--- config.mk ---
export PLATFORM = sky130hd
export DESIGN_NAME = flash_self_program_sections
export DESIGN_NICKNAME = d
export VERILOG_FILES = /design/src/rtl/flash_sections_pkg.sv /design/src/rtl/flash_self_program_sections.sv
export SDC_FILE = /design/constraint.sdc
export NUM_CORES = 1
export LEC_CHECK = 0
export BUFFER_PORTS_ARGS = -buffer_cell sky130_fd_sc_hd__buf_2
export CORE_ASPECT_RATIO = 0.5
export CORE_UTILIZATION = 41
export CTS_CLUSTER_DIAMETER = 80
export DETAILED_ROUTE_END_ITERATION = 7
export GPL_TIMING_DRIVEN = 0
export PLACE_DENSITY = 0.77
export SLEW_MARGIN = 25
export SYNTH_ARGS = -nofsm -noshare
export SYNTH_HDL_FRONTEND = slang
export SYNTH_SLANG_ARGS = --single-unit
--- constraint.sdc ---
create_clock -name i_clk -period 2.5 [get_ports i_clk]
set_clock_uncertainty 0.05 [all_clocks]
set_input_delay 0.375 -clock i_clk [delete_from_list [all_inputs] [get_ports i_clk]]
set_output_delay 0.375 -clock i_clk [all_outputs]
set_load 0.02 [all_outputs]
--- src/rtl/flash_sections_pkg.sv ---
// Purpose: shared constants for the flash self-programming section control
// Assumes: word-addressed program memory, 16-bit program counter and Z pointer
// Notes:   register map sits on APB, one aligned 32-bit word per register
`default_nettype none
package flash_sections_pkg;
	localparam int unsigned ADDR_W = 16;
	// apb byte offsets
	localparam logic [7:0] OFS_CTRL_STATUS = 8'h00;
	localparam logic [7:0] OFS_LOCKS       = 8'h04;
	localparam logic [7:0] OFS_IRQ_STATUS  = 8'h08;
	localparam logic [7:0] OFS_IRQ_ENABLE  = 8'h0c;
	localparam logic [7:0] OFS_IRQ_CLEAR   = 8'h10;
	localparam logic [7:0] OFS_FUSES       = 8'h14;
	// self_program_ctrl_status fields
	localparam int unsigned BIT_START = 0;
	localparam int unsigned BIT_ERASE = 1;
	localparam int unsigned BIT_BUSY  = 6;
	localparam int unsigned BIT_ACTIVE = 7;
	// lock register fields
	localparam int unsigned LOCK_APP_LSB  = 0;
	localparam int unsigned LOCK_BOOT_LSB = 2;
	localparam logic [1:0] LOCK_FREE       = 2'h3;
	localparam logic [1:0] LOCK_NO_WRITE   = 2'h2;
	localparam logic [1:0] LOCK_NO_RW      = 2'h0;
	localparam logic [1:0] LOCK_NO_READ    = 2'h1;
	// interrupt event bits
	localparam int unsigned EV_DONE    = 0;
	localparam int unsigned EV_REFUSED = 1;
	localparam int unsigned EV_W       = 2;
	localparam logic [1:0] FUSE_RESET = 2'h0;
	// page programming time
	localparam int unsigned CLK_NS      = 50;
	localparam int unsigned PROG_TIME_US = 4;
	localparam int unsigned PROG_CYCLES = (PROG_TIME_US * 1000 + CLK_NS - 1) / CLK_NS;
	typedef enum logic [1:0] {ST_IDLE, ST_PROG} prog_state_t;
endpackage
`default_nettype wire

--- src/rtl/flash_self_program_sections.sv ---
// Purpose: section control for flash self-programming: boot/app split, locks, stall, busy
// Assumes: cpu issues store_program_instruction with the pc and z pointer it holds
// Notes:   single clock, apb register slave, one level interrupt
//
// Behaviour
// - flash splits into application and boot sections at a fuse-selected boundary
// - programming starts only when the store instruction executes in the boot section
// - from the boot section the store may target any address, boot pages too
// - application and boot sections have independent lock-bit pairs
// - flash also has fixed concurrent-read and halting regions, independent of fuses
// - region being programmed is chosen from the z pointer at the store
// - concurrent-read section programming keeps cpu running, reads from halting only
// - halting section programming stalls the cpu with no flash reads
// - boot section always lies wholly inside the halting section
// - busy flag reads one while concurrent section is blocked for reading
// - busy flag stays set after programming until software clears it
// - erase and write act on whole pages; reads are not paged
// - lock pair 11 free, 10 no write, 00 no write or read, 01 no read
// - busy flag sits at bit six of the control and status register
//
// Implementation choices: the register offsets and the APB interface to the registers.
`timescale 1ns/1ps
`default_nettype none
module flash_self_program_sections
	import flash_sections_pkg::*;
#(
	parameter int unsigned PAGE_WORDS = 64,
	parameter logic [ADDR_W-1:0] HALT_BASE = 16'h3800,
	parameter logic [ADDR_W-1:0] BOOT_BASE_0 = 16'h3800,
	parameter logic [ADDR_W-1:0] BOOT_BASE_1 = 16'h3c00,
	parameter logic [ADDR_W-1:0] BOOT_BASE_2 = 16'h3e00,
	parameter logic [ADDR_W-1:0] BOOT_BASE_3 = 16'h3f00,
	parameter int unsigned PROG_LEN = PROG_CYCLES
) (
	input  wire logic              i_clk,
	input  wire logic              i_nrst,
	input  wire logic [1:0]        i_boot_size_fuses,
	input  wire logic              i_store_exec,
	input  wire logic [ADDR_W-1:0] i_pc,
	input  wire logic [ADDR_W-1:0] i_z_ptr,
	input  wire logic              i_lpm_exec,
	input  wire logic              i_psel,
	input  wire logic              i_penable,
	input  wire logic              i_pwrite,
	input  wire logic [7:0]        i_paddr,
	input  wire logic [31:0]       i_pwdata,
	output logic [31:0]            o_prdata,
	output logic                   o_pready,
	output logic                   o_pslverr,
	output logic                   o_cpu_halt,
	output logic                   o_concurrent_read_block,
	output logic                   o_flash_prog,
	output logic [ADDR_W-1:0]      o_page_base,
	output logic                   o_page_erase,
	output logic                   o_lpm_denied,
	output logic                   o_irq
);
	localparam int unsigned PAGE_BITS = $clog2(PAGE_WORDS);
	localparam int unsigned CNT_W = $clog2(PROG_LEN + 1);

	if (PAGE_WORDS < 2 || (1 << PAGE_BITS) != PAGE_WORDS) begin : g_bad_page
		$error("PAGE_WORDS must be a power of two");
	end
	if (BOOT_BASE_0 < HALT_BASE || BOOT_BASE_1 < HALT_BASE
			|| BOOT_BASE_2 < HALT_BASE || BOOT_BASE_3 < HALT_BASE) begin : g_bad_boot
		$error("boot section must lie inside the halting section");
	end
	if (PROG_LEN < 1) begin : g_bad_len
		$error("PROG_LEN must be at least one");
	end

	// ==========================================================
	// address decoding
	function automatic logic [ADDR_W-1:0] boot_base(input logic [1:0] sz);
		unique case (sz)
			2'h0: boot_base = BOOT_BASE_0;
			2'h1: boot_base = BOOT_BASE_1;
			2'h2: boot_base = BOOT_BASE_2;
			2'h3: boot_base = BOOT_BASE_3;
		endcase
	endfunction

	function automatic logic in_boot(input logic [ADDR_W-1:0] a, input logic [1:0] sz);
		in_boot = a >= boot_base(sz);
	endfunction

	function automatic logic in_halt(input logic [ADDR_W-1:0] a);
		in_halt = a >= HALT_BASE;
	endfunction

	// fuses caught once after reset release
	logic [1:0] boot_size_fuses;
	logic       fuse_taken;
	always_ff @(posedge i_clk or negedge i_nrst) begin
		if (!i_nrst) begin
			boot_size_fuses <= FUSE_RESET;
			fuse_taken      <= 1'b0;
		end else if (!fuse_taken) begin
			boot_size_fuses <= i_boot_size_fuses;
			fuse_taken      <= 1'b1;
		end
	end

	// ==========================================================
	// registers and programming state
	prog_state_t        state, next_state;
	logic [CNT_W-1:0]   cnt, next_cnt;
	logic               busy, next_busy;
	logic               arm_start, next_arm_start;
	logic               arm_erase, next_arm_erase;
	logic [1:0]         app_lock_pair, next_app_lock_pair;
	logic [1:0]         boot_lock_pair, next_boot_lock_pair;
	logic               tgt_halt, next_tgt_halt;
	logic [ADDR_W-1:0]  page_base, next_page_base;
	logic               page_erase, next_page_erase;
	logic [EV_W-1:0]    ev_status, next_ev_status;
	logic [EV_W-1:0]    ev_enable, next_ev_enable;
	logic [31:0]        prdata, next_prdata;
	logic               pready, next_pready;
	logic               pslverr, next_pslverr;
	logic               lpm_denied, next_lpm_denied;

	logic wr_acc, rd_acc, store_ok, tgt_boot, from_boot, locked;
	logic [EV_W-1:0] ev_set, ev_clr;

	always_comb begin
		wr_acc    = i_psel && i_penable && i_pwrite && !pready;
		rd_acc    = i_psel && i_penable && !i_pwrite && !pready;
		from_boot = in_boot(i_pc, boot_size_fuses);
		tgt_boot  = in_boot(i_z_ptr, boot_size_fuses);
		// write lock when the pair is 10 or 00
		locked    = tgt_boot ? !boot_lock_pair[0] : !app_lock_pair[0];
		store_ok  = i_store_exec && arm_start && from_boot && !locked && state == ST_IDLE;
		ev_set    = '0;
		ev_clr    = '0;

		next_state          = state;
		next_cnt            = cnt;
		next_busy           = busy;
		next_arm_start      = arm_start;
		next_arm_erase      = arm_erase;
		next_app_lock_pair  = app_lock_pair;
		next_boot_lock_pair = boot_lock_pair;
		next_tgt_halt       = tgt_halt;
		next_page_base      = page_base;
		next_page_erase     = page_erase;
		next_prdata         = prdata;
		next_pready         = 1'b0;
		next_pslverr        = 1'b0;

		unique case (state)
			ST_IDLE: begin
				if (store_ok) begin
					next_state      = ST_PROG;
					next_cnt        = CNT_W'(PROG_LEN);
					next_tgt_halt   = in_halt(i_z_ptr);
					next_page_base  = {i_z_ptr[ADDR_W-1:PAGE_BITS], PAGE_BITS'(0)};
					next_page_erase = arm_erase;
					next_arm_start  = 1'b0;
					if (!in_halt(i_z_ptr))
						next_busy = 1'b1;
				end else if (i_store_exec && arm_start) begin
					next_arm_start = 1'b0;
					ev_set[EV_REFUSED] = 1'b1;
				end
			end
			ST_PROG: begin
				if (cnt == CNT_W'(1)) begin
					next_state = ST_IDLE;
					ev_set[EV_DONE] = 1'b1;
				end
				next_cnt = cnt - CNT_W'(1);
			end
			default: next_state = ST_IDLE;
		endcase

		if (wr_acc) begin
			next_pready = 1'b1;
			unique case (i_paddr)
				OFS_CTRL_STATUS: begin
					next_arm_start = i_pwdata[BIT_START];
					next_arm_erase = i_pwdata[BIT_ERASE];
					// write one clears busy, refused while section is blocked
					if (i_pwdata[BIT_BUSY] && !(state == ST_PROG && !tgt_halt) && !store_ok)
						next_busy = 1'b0;
				end
				OFS_LOCKS: begin
					// lock bits only go programmed (toward zero)
					next_app_lock_pair  = app_lock_pair & i_pwdata[LOCK_APP_LSB +: 2];
					next_boot_lock_pair = boot_lock_pair & i_pwdata[LOCK_BOOT_LSB +: 2];
				end
				OFS_IRQ_ENABLE:  ;
				OFS_IRQ_CLEAR:   ev_clr = i_pwdata[EV_W-1:0];
				OFS_IRQ_STATUS, OFS_FUSES: ;
				default: next_pslverr = 1'b1;
			endcase
		end else if (rd_acc) begin
			next_pready = 1'b1;
			next_prdata = '0;
			unique case (i_paddr)
				OFS_CTRL_STATUS: begin
					next_prdata[BIT_START]  = arm_start;
					next_prdata[BIT_ERASE]  = arm_erase;
					next_prdata[BIT_BUSY]   = busy;
					next_prdata[BIT_ACTIVE] = state == ST_PROG;
				end
				OFS_LOCKS: begin
					next_prdata[LOCK_APP_LSB +: 2]  = app_lock_pair;
					next_prdata[LOCK_BOOT_LSB +: 2] = boot_lock_pair;
				end
				OFS_IRQ_STATUS:  next_prdata[EV_W-1:0] = ev_status;
				OFS_IRQ_ENABLE:  next_prdata[EV_W-1:0] = ev_enable;
				OFS_IRQ_CLEAR:   ;
				OFS_FUSES:       next_prdata[1:0] = boot_size_fuses;
				default:         next_pslverr = 1'b1;
			endcase
		end

		next_ev_enable = (wr_acc && i_paddr == OFS_IRQ_ENABLE) ? i_pwdata[EV_W-1:0] : ev_enable;
		next_ev_status = (ev_status & ~ev_clr) | ev_set; // set wins over clear

		// cross-section read locks (pairs 00 and 01 clear bit 1)
		if (from_boot && !in_boot(i_z_ptr, boot_size_fuses))
			next_lpm_denied = i_lpm_exec && !app_lock_pair[1];
		else if (!from_boot && in_boot(i_z_ptr, boot_size_fuses))
			next_lpm_denied = i_lpm_exec && !boot_lock_pair[1];
		else
			next_lpm_denied = 1'b0;
		// no read into the concurrent section while it is blocked
		if (i_lpm_exec && next_busy && !in_halt(i_z_ptr))
			next_lpm_denied = 1'b1;
	end

	always_ff @(posedge i_clk or negedge i_nrst) begin
		if (!i_nrst) begin
			state          <= ST_IDLE;
			cnt            <= '0;
			busy           <= 1'b0;
			arm_start      <= 1'b0;
			arm_erase      <= 1'b0;
			app_lock_pair  <= LOCK_FREE;
			boot_lock_pair <= LOCK_FREE;
			tgt_halt       <= 1'b0;
			page_base      <= '0;
			page_erase     <= 1'b0;
			ev_status      <= '0;
			ev_enable      <= '0;
			prdata         <= '0;
			pready         <= 1'b0;
			pslverr        <= 1'b0;
			lpm_denied     <= 1'b0;
		end else begin
			state          <= next_state;
			cnt            <= next_cnt;
			busy           <= next_busy;
			arm_start      <= next_arm_start;
			arm_erase      <= next_arm_erase;
			app_lock_pair  <= next_app_lock_pair;
			boot_lock_pair <= next_boot_lock_pair;
			tgt_halt       <= next_tgt_halt;
			page_base      <= next_page_base;
			page_erase     <= next_page_erase;
			ev_status      <= next_ev_status;
			ev_enable      <= next_ev_enable;
			prdata         <= next_prdata;
			pready         <= next_pready;
			pslverr        <= next_pslverr;
			lpm_denied     <= next_lpm_denied;
		end
	end

	// ==========================================================
	// registered outputs
	logic halt_q, block_q, irq_q, prog_q;
	always_ff @(posedge i_clk or negedge i_nrst) begin
		if (!i_nrst) begin
			prog_q  <= 1'b0;
			halt_q  <= 1'b0;
			block_q <= 1'b0;
			irq_q   <= 1'b0;
		end else begin
			halt_q  <= next_state == ST_PROG && next_tgt_halt;
			block_q <= next_state == ST_PROG && !next_tgt_halt;
			irq_q   <= |(next_ev_status & next_ev_enable);
			prog_q  <= next_state == ST_PROG;
		end
	end

	assign o_prdata                = prdata;
	assign o_pready                = pready;
	assign o_pslverr               = pslverr;
	assign o_cpu_halt              = halt_q;
	assign o_concurrent_read_block = block_q;
	assign o_flash_prog            = prog_q;
	assign o_page_base             = page_base;
	assign o_page_erase            = page_erase;
	assign o_lpm_denied            = lpm_denied;
	assign o_irq                   = irq_q;

	// ==========================================================
	// checks
	chk_app_start_ignored: assert property (@(posedge i_clk) disable iff (!i_nrst)
		i_store_exec && !from_boot && state == ST_IDLE |=> state == ST_IDLE)
		else $error("store from application section started programming");
	chk_halt_whole_op: assert property (@(posedge i_clk) disable iff (!i_nrst)
		state == ST_PROG && tgt_halt |-> halt_q && !block_q)
		else $error("cpu not halted during halting section programming");
	chk_concurrent_runs: assert property (@(posedge i_clk) disable iff (!i_nrst)
		state == ST_PROG && !tgt_halt |-> !halt_q && busy)
		else $error("cpu halted or busy low during concurrent programming");
	chk_busy_sticky: assert property (@(posedge i_clk) disable iff (!i_nrst)
		busy && !(wr_acc && i_paddr == OFS_CTRL_STATUS && i_pwdata[BIT_BUSY]) |=> busy)
		else $error("busy flag dropped without software clear");
	chk_busy_clear_held: assert property (@(posedge i_clk) disable iff (!i_nrst)
		state == ST_PROG && !tgt_halt && cnt > CNT_W'(1) |=> busy)
		else $error("busy flag cleared while section still blocked");
	chk_locked_no_prog: assert property (@(posedge i_clk) disable iff (!i_nrst)
		i_store_exec && state == ST_IDLE && locked |=> state == ST_IDLE)
		else $error("locked section was programmed");
	chk_prog_length: assert property (@(posedge i_clk) disable iff (!i_nrst)
		$rose(state == ST_PROG) |-> cnt == CNT_W'(PROG_LEN))
		else $error("page operation length wrong");
	chk_page_aligned: assert property (@(posedge i_clk) disable iff (!i_nrst)
		state == ST_PROG |-> page_base[PAGE_BITS-1:0] == '0)
		else $error("page base not aligned");
	chk_boot_in_halt: assert property (@(posedge i_clk) disable iff (!i_nrst)
		in_boot(i_z_ptr, boot_size_fuses) |-> in_halt(i_z_ptr))
		else $error("boot section outside halting section");
	chk_irq_level: assert property (@(posedge i_clk) disable iff (!i_nrst)
		|(ev_status & ev_enable) |-> o_irq)
		else $error("interrupt low with enabled status set");
endmodule // flash_self_program_sections
`default_nettype wire

==> metrics.csv, run 1 <==
stage,metric,value,unit
outcome,outcome,"complete, but fails checks",
outcome,failing checks,negative setup slack,
worst_setup_path,Worst EP required,2.62,ns
layout,ratio of cells with drive above 1 in the final layout,44.2,%
logic_synthesis,"Avg Cell Area, Syn",10.1,sq um
drt,Vias/cell,4.63,
clocking,"CTS clk-pin slew, worst paths",0.07,ns
logic_synthesis,Synth Cell Area,2580,sq um
layout,Fill cells,519,
clocking,CTS Buf Count,5,
logic_synthesis,ys flop type,dfrtp_1,
layout,"commonest non-fill, non-tap cell in the layout",buf_2,
global_routing,largest net degree at the start of global routing,49,
run,number of max-cap violations,0,
worst_setup_path,"setup slack, reg-to-reg",-0.08,ns
worst_setup_path,"slowest stage delay, CP",0.43,ns
worst_setup_path,FF-to-FF End,o_page_base[13],
placed_design,Post-Place Setup Slack,-0.391,ns
sta,worst slew pin tran,0.592,ns
placed_design,Placed Area,3200,sq um
logic_synthesis,YS warnings,0,
sta,"Setup violations, final",18,
global_routing,GR Util All Layers,16.9,%
layout,antenna cells,0,
sta,unrepaired setup endpoints after global routing,true,
clocking,Max Buffers Root-to-Sink,2,
logic_synthesis,Yosys reg bits,48,
global_routing,initial antenna violation count,0,
drt,WL per Instance,12.0,um
clocking,Root Driver,clkbuf_16,
logic_synthesis,asr flop ratio synth,100,%
min_path,Hold WC Path Type,in -> async,
sta,final slew viol count,0,
worst_setup_path,Critical path buffers and inverters,1,
power,leakage,1.87,nW
worst_setup_path,WS Path Type,reg -> reg,
logic_synthesis,area share of the largest cell type after synthesis,42.6,%
clocking,TritonCTS clock tree,done,
logic_synthesis,Post-Synthesis Cells,256,
sta,crit share post-route,103,%
worst_setup_path,"Max FO, Critical Path",5,
die,Die ar.,6650,sq um
placed_design,DP HPWL,4.07,mm
worst_setup_path,reg2reg path depth,8,
global_routing,vias in the first global route,1888,
power,maximum vdd drop,0.000240,V
drt,routed vias,2176,
power,Power Density,480,nW/um^2
worst_setup_path,"Largest delay share family, worst path",simple AND/OR/NAND/NOR gates,
layout,most frequent cells in the layout,"74 x buf_2, 42 x dfrtp_1, 39 x buf_4",
sta,Final min period,2.58,ns
global_routing,total gr overflow,0,
placed_design,routability cong.,0.815,
drt,initial drt markers,110,
clocking,H-tree levels,2,
worst_setup_path,crit path DAT,2.69,ns
clocking,CTS Hold Bufs,0,
layout,Nets,470,
sta,Rel. slew slack,60.5,%
layout,Register Area,1210,sq um
layout,final core utilization,59.6,%
logic_synthesis,"top cells by area, synth","dfrtp_1 43%, buf_4 9.6%, mux2_1 4.8%",
logic_synthesis,post-synthesis sequential area ratio,46.7,%
drt,first-pass detailed-route iteration total,4,
die,die width,114,um
clocking,# clock sinks,48,
power,total power,1.74,mW
drt,DRC viols,0,
layout,multi-input logic area,1340,sq um
worst_setup_path,Crit. End Element,flop,
worst_setup_path,worst r2r src,boot_size_fuses[0],
placed_design,Port-buffer cells,75,
sta,Final Hold Vio Count,0,
sta,f_max,0.388,GHz
logic_synthesis,Synth cell types,48,
die,core area,6080,sq um
die,num rows,20,
logic_synthesis,leading area contributor after synthesis,dfrtp_1,
worst_setup_path,Critical Path Source Type,flop,
layout,design area,3620,sq um
sta,final worst slack,-0.0751,ns
clocking,worst skew pair latency,0.29,ns
layout,Area Overhead vs Synth,40.1,%
drt,DRT Wirelength,5.65,mm
die,Die H,58.1,um
global_routing,global-route wire length before repair,8.66,mm
drt,Final ANT Viol Nets,0,
worst_setup_path,slowest cell on the critical path,dfrtp_2,
die,Initial Util,42.5,%
sta,TNS Setup,-0.787,ns
worst_setup_path,worst path cell trace,and2_4 -> ha_4 -> and3b_1 -> a41o_1 -> or3b_4 -> a211oi_4 -> buf_6 -> mux2_4,
die,number of top-level pins,137,
logic_synthesis,Post-synth EDFFs,0,
## per-layer routing
layer  wire length [um]  share of wire (%)  GRT usage (%)
met5                  0                  0              0
met1               2540                 45           22.4
met3                347                6.1           3.14
met2               2710                 48           28.2
met4                 57                1.0           5.94
## worst reg2reg max path, cell delays in order, from the launching register on
cell,delay [ns]
dfrtp_2,0.43
and2_4,0.18
ha_4,0.20
and3b_1,0.18
a41o_1,0.20
or3b_4,0.39
a211oi_4,0.33
buf_6,0.19
mux2_4,0.31
## cell type report
class	count	area share (%)
clock buffers	6	3.83
clock inverters	2	0.380
well taps	88	3.04
flip-flops and latches	48	33.4
plain buffers	37	7.67
multi-input cells	192	37.0
inverters	11	1.14
repair buffers	86	13.6
## metrics by stage
stage	hold slack [ns]	cells
after floorplan	0.0294	288
after global placement	0.400	451
after detailed placement	0.371	451
after CTS	0.0683	468
after global routing	0.0888	470
final	0.0375	470
## registers in the layout (all words and copies together) (netlist names), 2 cells and up
register / count
boot_lock_pair: 2
state: 2
o_prdata: 6
o_page_base: 10
boot_size_fuses: 2
ev_status: 2
app_lock_pair: 2
cnt: 7
ev_enable: 2
## cells by family after synthesis
| logic type | Yosys count | share of synthesized area, % |
|---|---|---|
| mux | 18 | 7.74 |
| compound gates | 45 | 11.6 |
| other cells | 2 | 0.291 |
| simple gates | 85 | 17.1 |
| xor+xnor | 2 | 0.678 |
| flops | 48 | 46.7 |
| buf+inv | 48 | 12.1 |
| fa+ha+maj | 8 | 3.87 |
## synth_stat cells, types with 5 or more instances
cell / n
dfrtp_1: 44
nand3b_1: 8
nor3_1: 6
inv_1: 11
nand2_1: 21
a21oi_1: 7
mux2_1: 11
o21ai_0: 11
nor2_1: 21
o21a_1: 5
nand3_1: 6
buf_4: 33
o21ai_1: 5
mux2_2: 5
ha_1: 8
## worst max path at each step
stage	cells after the start	end	startpoint
6_report	8	o_page_base[13]	boot_size_fuses[0]
5_1_grt	8	o_page_base[13]	boot_size_fuses[1]
4_1_cts	8	o_page_base[13]	boot_size_fuses[0]
3_5_place_dp	8	o_page_base[13]	boot_size_fuses[1]
3_3_place_gp	8	o_page_base[11]	boot_size_fuses[1]
2_1_floorplan	8	o_page_base[10]	boot_size_fuses[1]
## power breakdown
group / switching (mW) / internal [mW] / total, mW
clock: 0.284 / 0.400 / 0.683
combinational: 0.141 / 0.118 / 0.259
sequential: 0.00874 / 0.787 / 0.796
## repair_timing
item,CTS,global route
endpoints found under the hold margin,0,0
setup buffers,8,1
endpoints found under the setup margin,26,25
pin swaps,5,5
cloned,1,1
resized for setup,21,16
No activity file was read; power rests on OpenSTA's default activity.
==> run 2: changes to the inputs <==
Settings changed: ABC_AREA set to 1, CORE_UTILIZATION 41 to 42.
==> metrics.csv, run 2 <==
stage,metric,value,unit
logic_synthesis,Yosys reg bits,48,
drt,routed vias,2373,
sta,final worst slack,0.356,ns
global_routing,GR Util All Layers,17.8,%
logic_synthesis,ys flop type,dfrtp_1,
clocking,Root Driver,clkbuf_16,
logic_synthesis,Synth Cell Area,2730,sq um
placed_design,Port-buffer cells,77,
drt,Final ANT Viol Nets,0,
layout,design area,3490,sq um
die,die width,116,um
clocking,CTS Hold Bufs,0,
sta,crit share post-route,85.8,%
clocking,postcts setup bufs,0,
global_routing,global-route wire length before repair,9.36,mm
sta,Final min period,2.14,ns
drt,DRT Wirelength,5.81,mm
logic_synthesis,"top cells by area, synth","dfrtp_1 40%, nand2_1 12%, buf_4 9.1%",
clocking,Max Buffers Root-to-Sink,2,
placed_design,routability cong.,0.859,
power,total power,1.75,mW
logic_synthesis,Synth cell types,39,
placed_design,Placed Area,3350,sq um
layout,Nets,546,
sta,Rel. slew slack,59.9,%
global_routing,total gr overflow,0,
outcome,outcome,completed,
sta,"Setup violations, final",0,
layout,Fill cells,593,
sta,final slew viol count,0,
logic_synthesis,Post-Synthesis Cells,341,
die,number of top-level pins,137,
clocking,# clock sinks,48,
die,core area,6160,sq um
drt,DRC viols,0,
sta,worst slew pin tran,0.602,ns
layout,"commonest non-fill, non-tap cell in the layout",nand2_1,
die,num rows,20,
clocking,post-CTS sizing,0,
placed_design,DP HPWL,4.60,mm
clocking,H-tree levels,2,
die,Initial Util,44.3,%
global_routing,largest net degree at the start of global routing,49,
logic_synthesis,leading area contributor after synthesis,dfrtp_1,
clocking,worst skew pair latency,0.28,ns
die,Die H,59.0,um
layout,final core utilization,56.7,%
layout,Area Overhead vs Synth,28.0,%
global_routing,initial antenna violation count,0,
placed_design,Post-Place Setup Slack,0.390,ns
drt,initial drt markers,96,
sta,Final Hold Vio Count,0,
min_path,Hold WC Path Type,in -> async,
layout,antenna cells,0,
logic_synthesis,"Avg Cell Area, Syn",8.00,sq um
layout,ratio of cells with drive above 1 in the final layout,31.2,%
worst_setup_path,crit path DAT,2.23,ns
layout,most frequent cells in the layout,"84 x nand2_1, 77 x buf_2, 45 x inv_1",
power,maximum vdd drop,0.000316,V
die,Die ar.,6840,sq um
drt,first-pass detailed-route iteration total,4,
worst_setup_path,Critical Path Source Type,flop,
sta,unrepaired setup endpoints after global routing,false,
worst_setup_path,WS Path Type,reg -> reg,
layout,multi-input logic area,1190,sq um
clocking,TritonCTS clock tree,done,
logic_synthesis,YS warnings,0,
clocking,"CTS clk-pin slew, worst paths",0.06,ns
power,Power Density,502,nW/um^2
logic_synthesis,post-synthesis sequential area ratio,44.2,%
logic_synthesis,area share of the largest cell type after synthesis,40.3,%
worst_setup_path,Worst EP required,2.59,ns
sta,f_max,0.466,GHz
clocking,CTS Buf Count,5,
worst_setup_path,"Max FO, Critical Path",10,
logic_synthesis,Post-synth EDFFs,0,
logic_synthesis,asr flop ratio synth,100,%
run,number of max-cap violations,0,
logic_synthesis,synth cell count leaders,"84 x nand2_1, 45 x inv_1, 44 x dfrtp_1, 33 x buf_4, 33 x nor2_1",
drt,WL per Instance,10.6,um
layout,Register Area,1210,sq um
sta,TNS Setup,0,ns
global_routing,vias in the first global route,2049,
power,leakage,1.95,nW
drt,Vias/cell,4.35,
logic_synthesis,most frequent cell after synthesis,nand2_1,
worst_setup_path,Crit. End Element,flop,
layout,Largest register FFs,10,
-- run 2: cell count changes after synthesis, moves of 4 or more --
cell / previous run / this run
inv_1: 11 / 45
mux2_1: 11 / 0
mux2_2: 5 / 1
nand2_1: 21 / 84
nand2_2: 0 / 4
nand3_1: 6 / 11
nand3b_1: 8 / 2
nand4_1: 1 / 6
nor2_1: 21 / 33
nor2_2: 0 / 4
nor4b_1: 4 / 0
o21a_1: 5 / 1
o21ai_0: 11 / 16
-- run 2: final timing paths --
path / start / end / slack (ns) / cells past startpoint
setup / recovery: boot_size_fuses[1] / o_flash_prog / 0.36 / 13
hold / removal: i_nrst / o_page_base[6] / 0.05 / 1
setup reg to reg: boot_size_fuses[1] / o_flash_prog / 0.36 / 13
hold reg to reg: o_pready / o_pready / 0.40 / 1
max in group asynchronous: i_nrst / o_flash_prog / 1.94 / 1
min in group i_clk: i_pwdata[3] / boot_lock_pair[1] / 0.24 / 3
-- run 2: worst max-delay path, stage by stage (launching register included) --
cell	delay [ns]
dfrtp_1	0.44
nor2_1	0.18
ha_1	0.25
nand2_1	0.10
inv_2	0.05
nand2_1	0.06
nor2_1	0.03
nand2_1	0.07
nand3_2	0.10
nand2_2	0.08
nand2_2	0.06
nand2_4	0.12
buf_2	0.26
o21ai_0	0.14
-- run 2: metrics by stage --
stage          cells  hold slack, ns
2_1_floorplan    373          0.0294
3_3_place_gp     538           0.387
3_5_place_dp     538           0.365
4_1_cts          546          0.0698
5_1_grt          546          0.0968
6_report         546          0.0505
-- run 2: metal layers --
layer  routed length, um  track usage (%)
met1                2630             23.6
met2                2710             29.8
met3                 409             4.19
met4                  63             4.95
met5                   0                0
-- run 2: cells by family (layout without fill, tap and decap cells) --
| logic type | after synthesis | after routing | synth area share [%] |
|---|---|---|---|
| and+or+nand+nor | 152 | 152 | 24.3 |
| buffers and inverters | 84 | 169 | 16.4 |
| DFF | 48 | 48 | 44.2 |
| AOI/OAI and AO/OA | 44 | 44 | 10.1 |
| xor gates and xnor gates | 2 | 2 | 0.642 |
| other | 2 | 34 | 0.275 |
| adders and majority gates | 8 | 8 | 3.67 |
| muxes | 1 | 1 | 0.413 |
-- run 2: final cells by class --
cell class | count | share of cell area [%]
repair buffers | 77 | 11.1
plain buffers | 35 | 7.56
well taps | 88 | 3.15
multi-input cells | 241 | 34.2
flip-flops and latches | 48 | 34.5
clock buffers | 8 | 4.19
inverters | 49 | 5.27
-- run 2: power by group --
part	total [mW]	switching, mW	internal, mW	leakage [nW]
sequential	0.817	0.0169	0.800	0.596
clock	0.660	0.261	0.399	0.0712
combinational	0.278	0.166	0.112	1.28
total	1.75	0.443	1.31	1.95
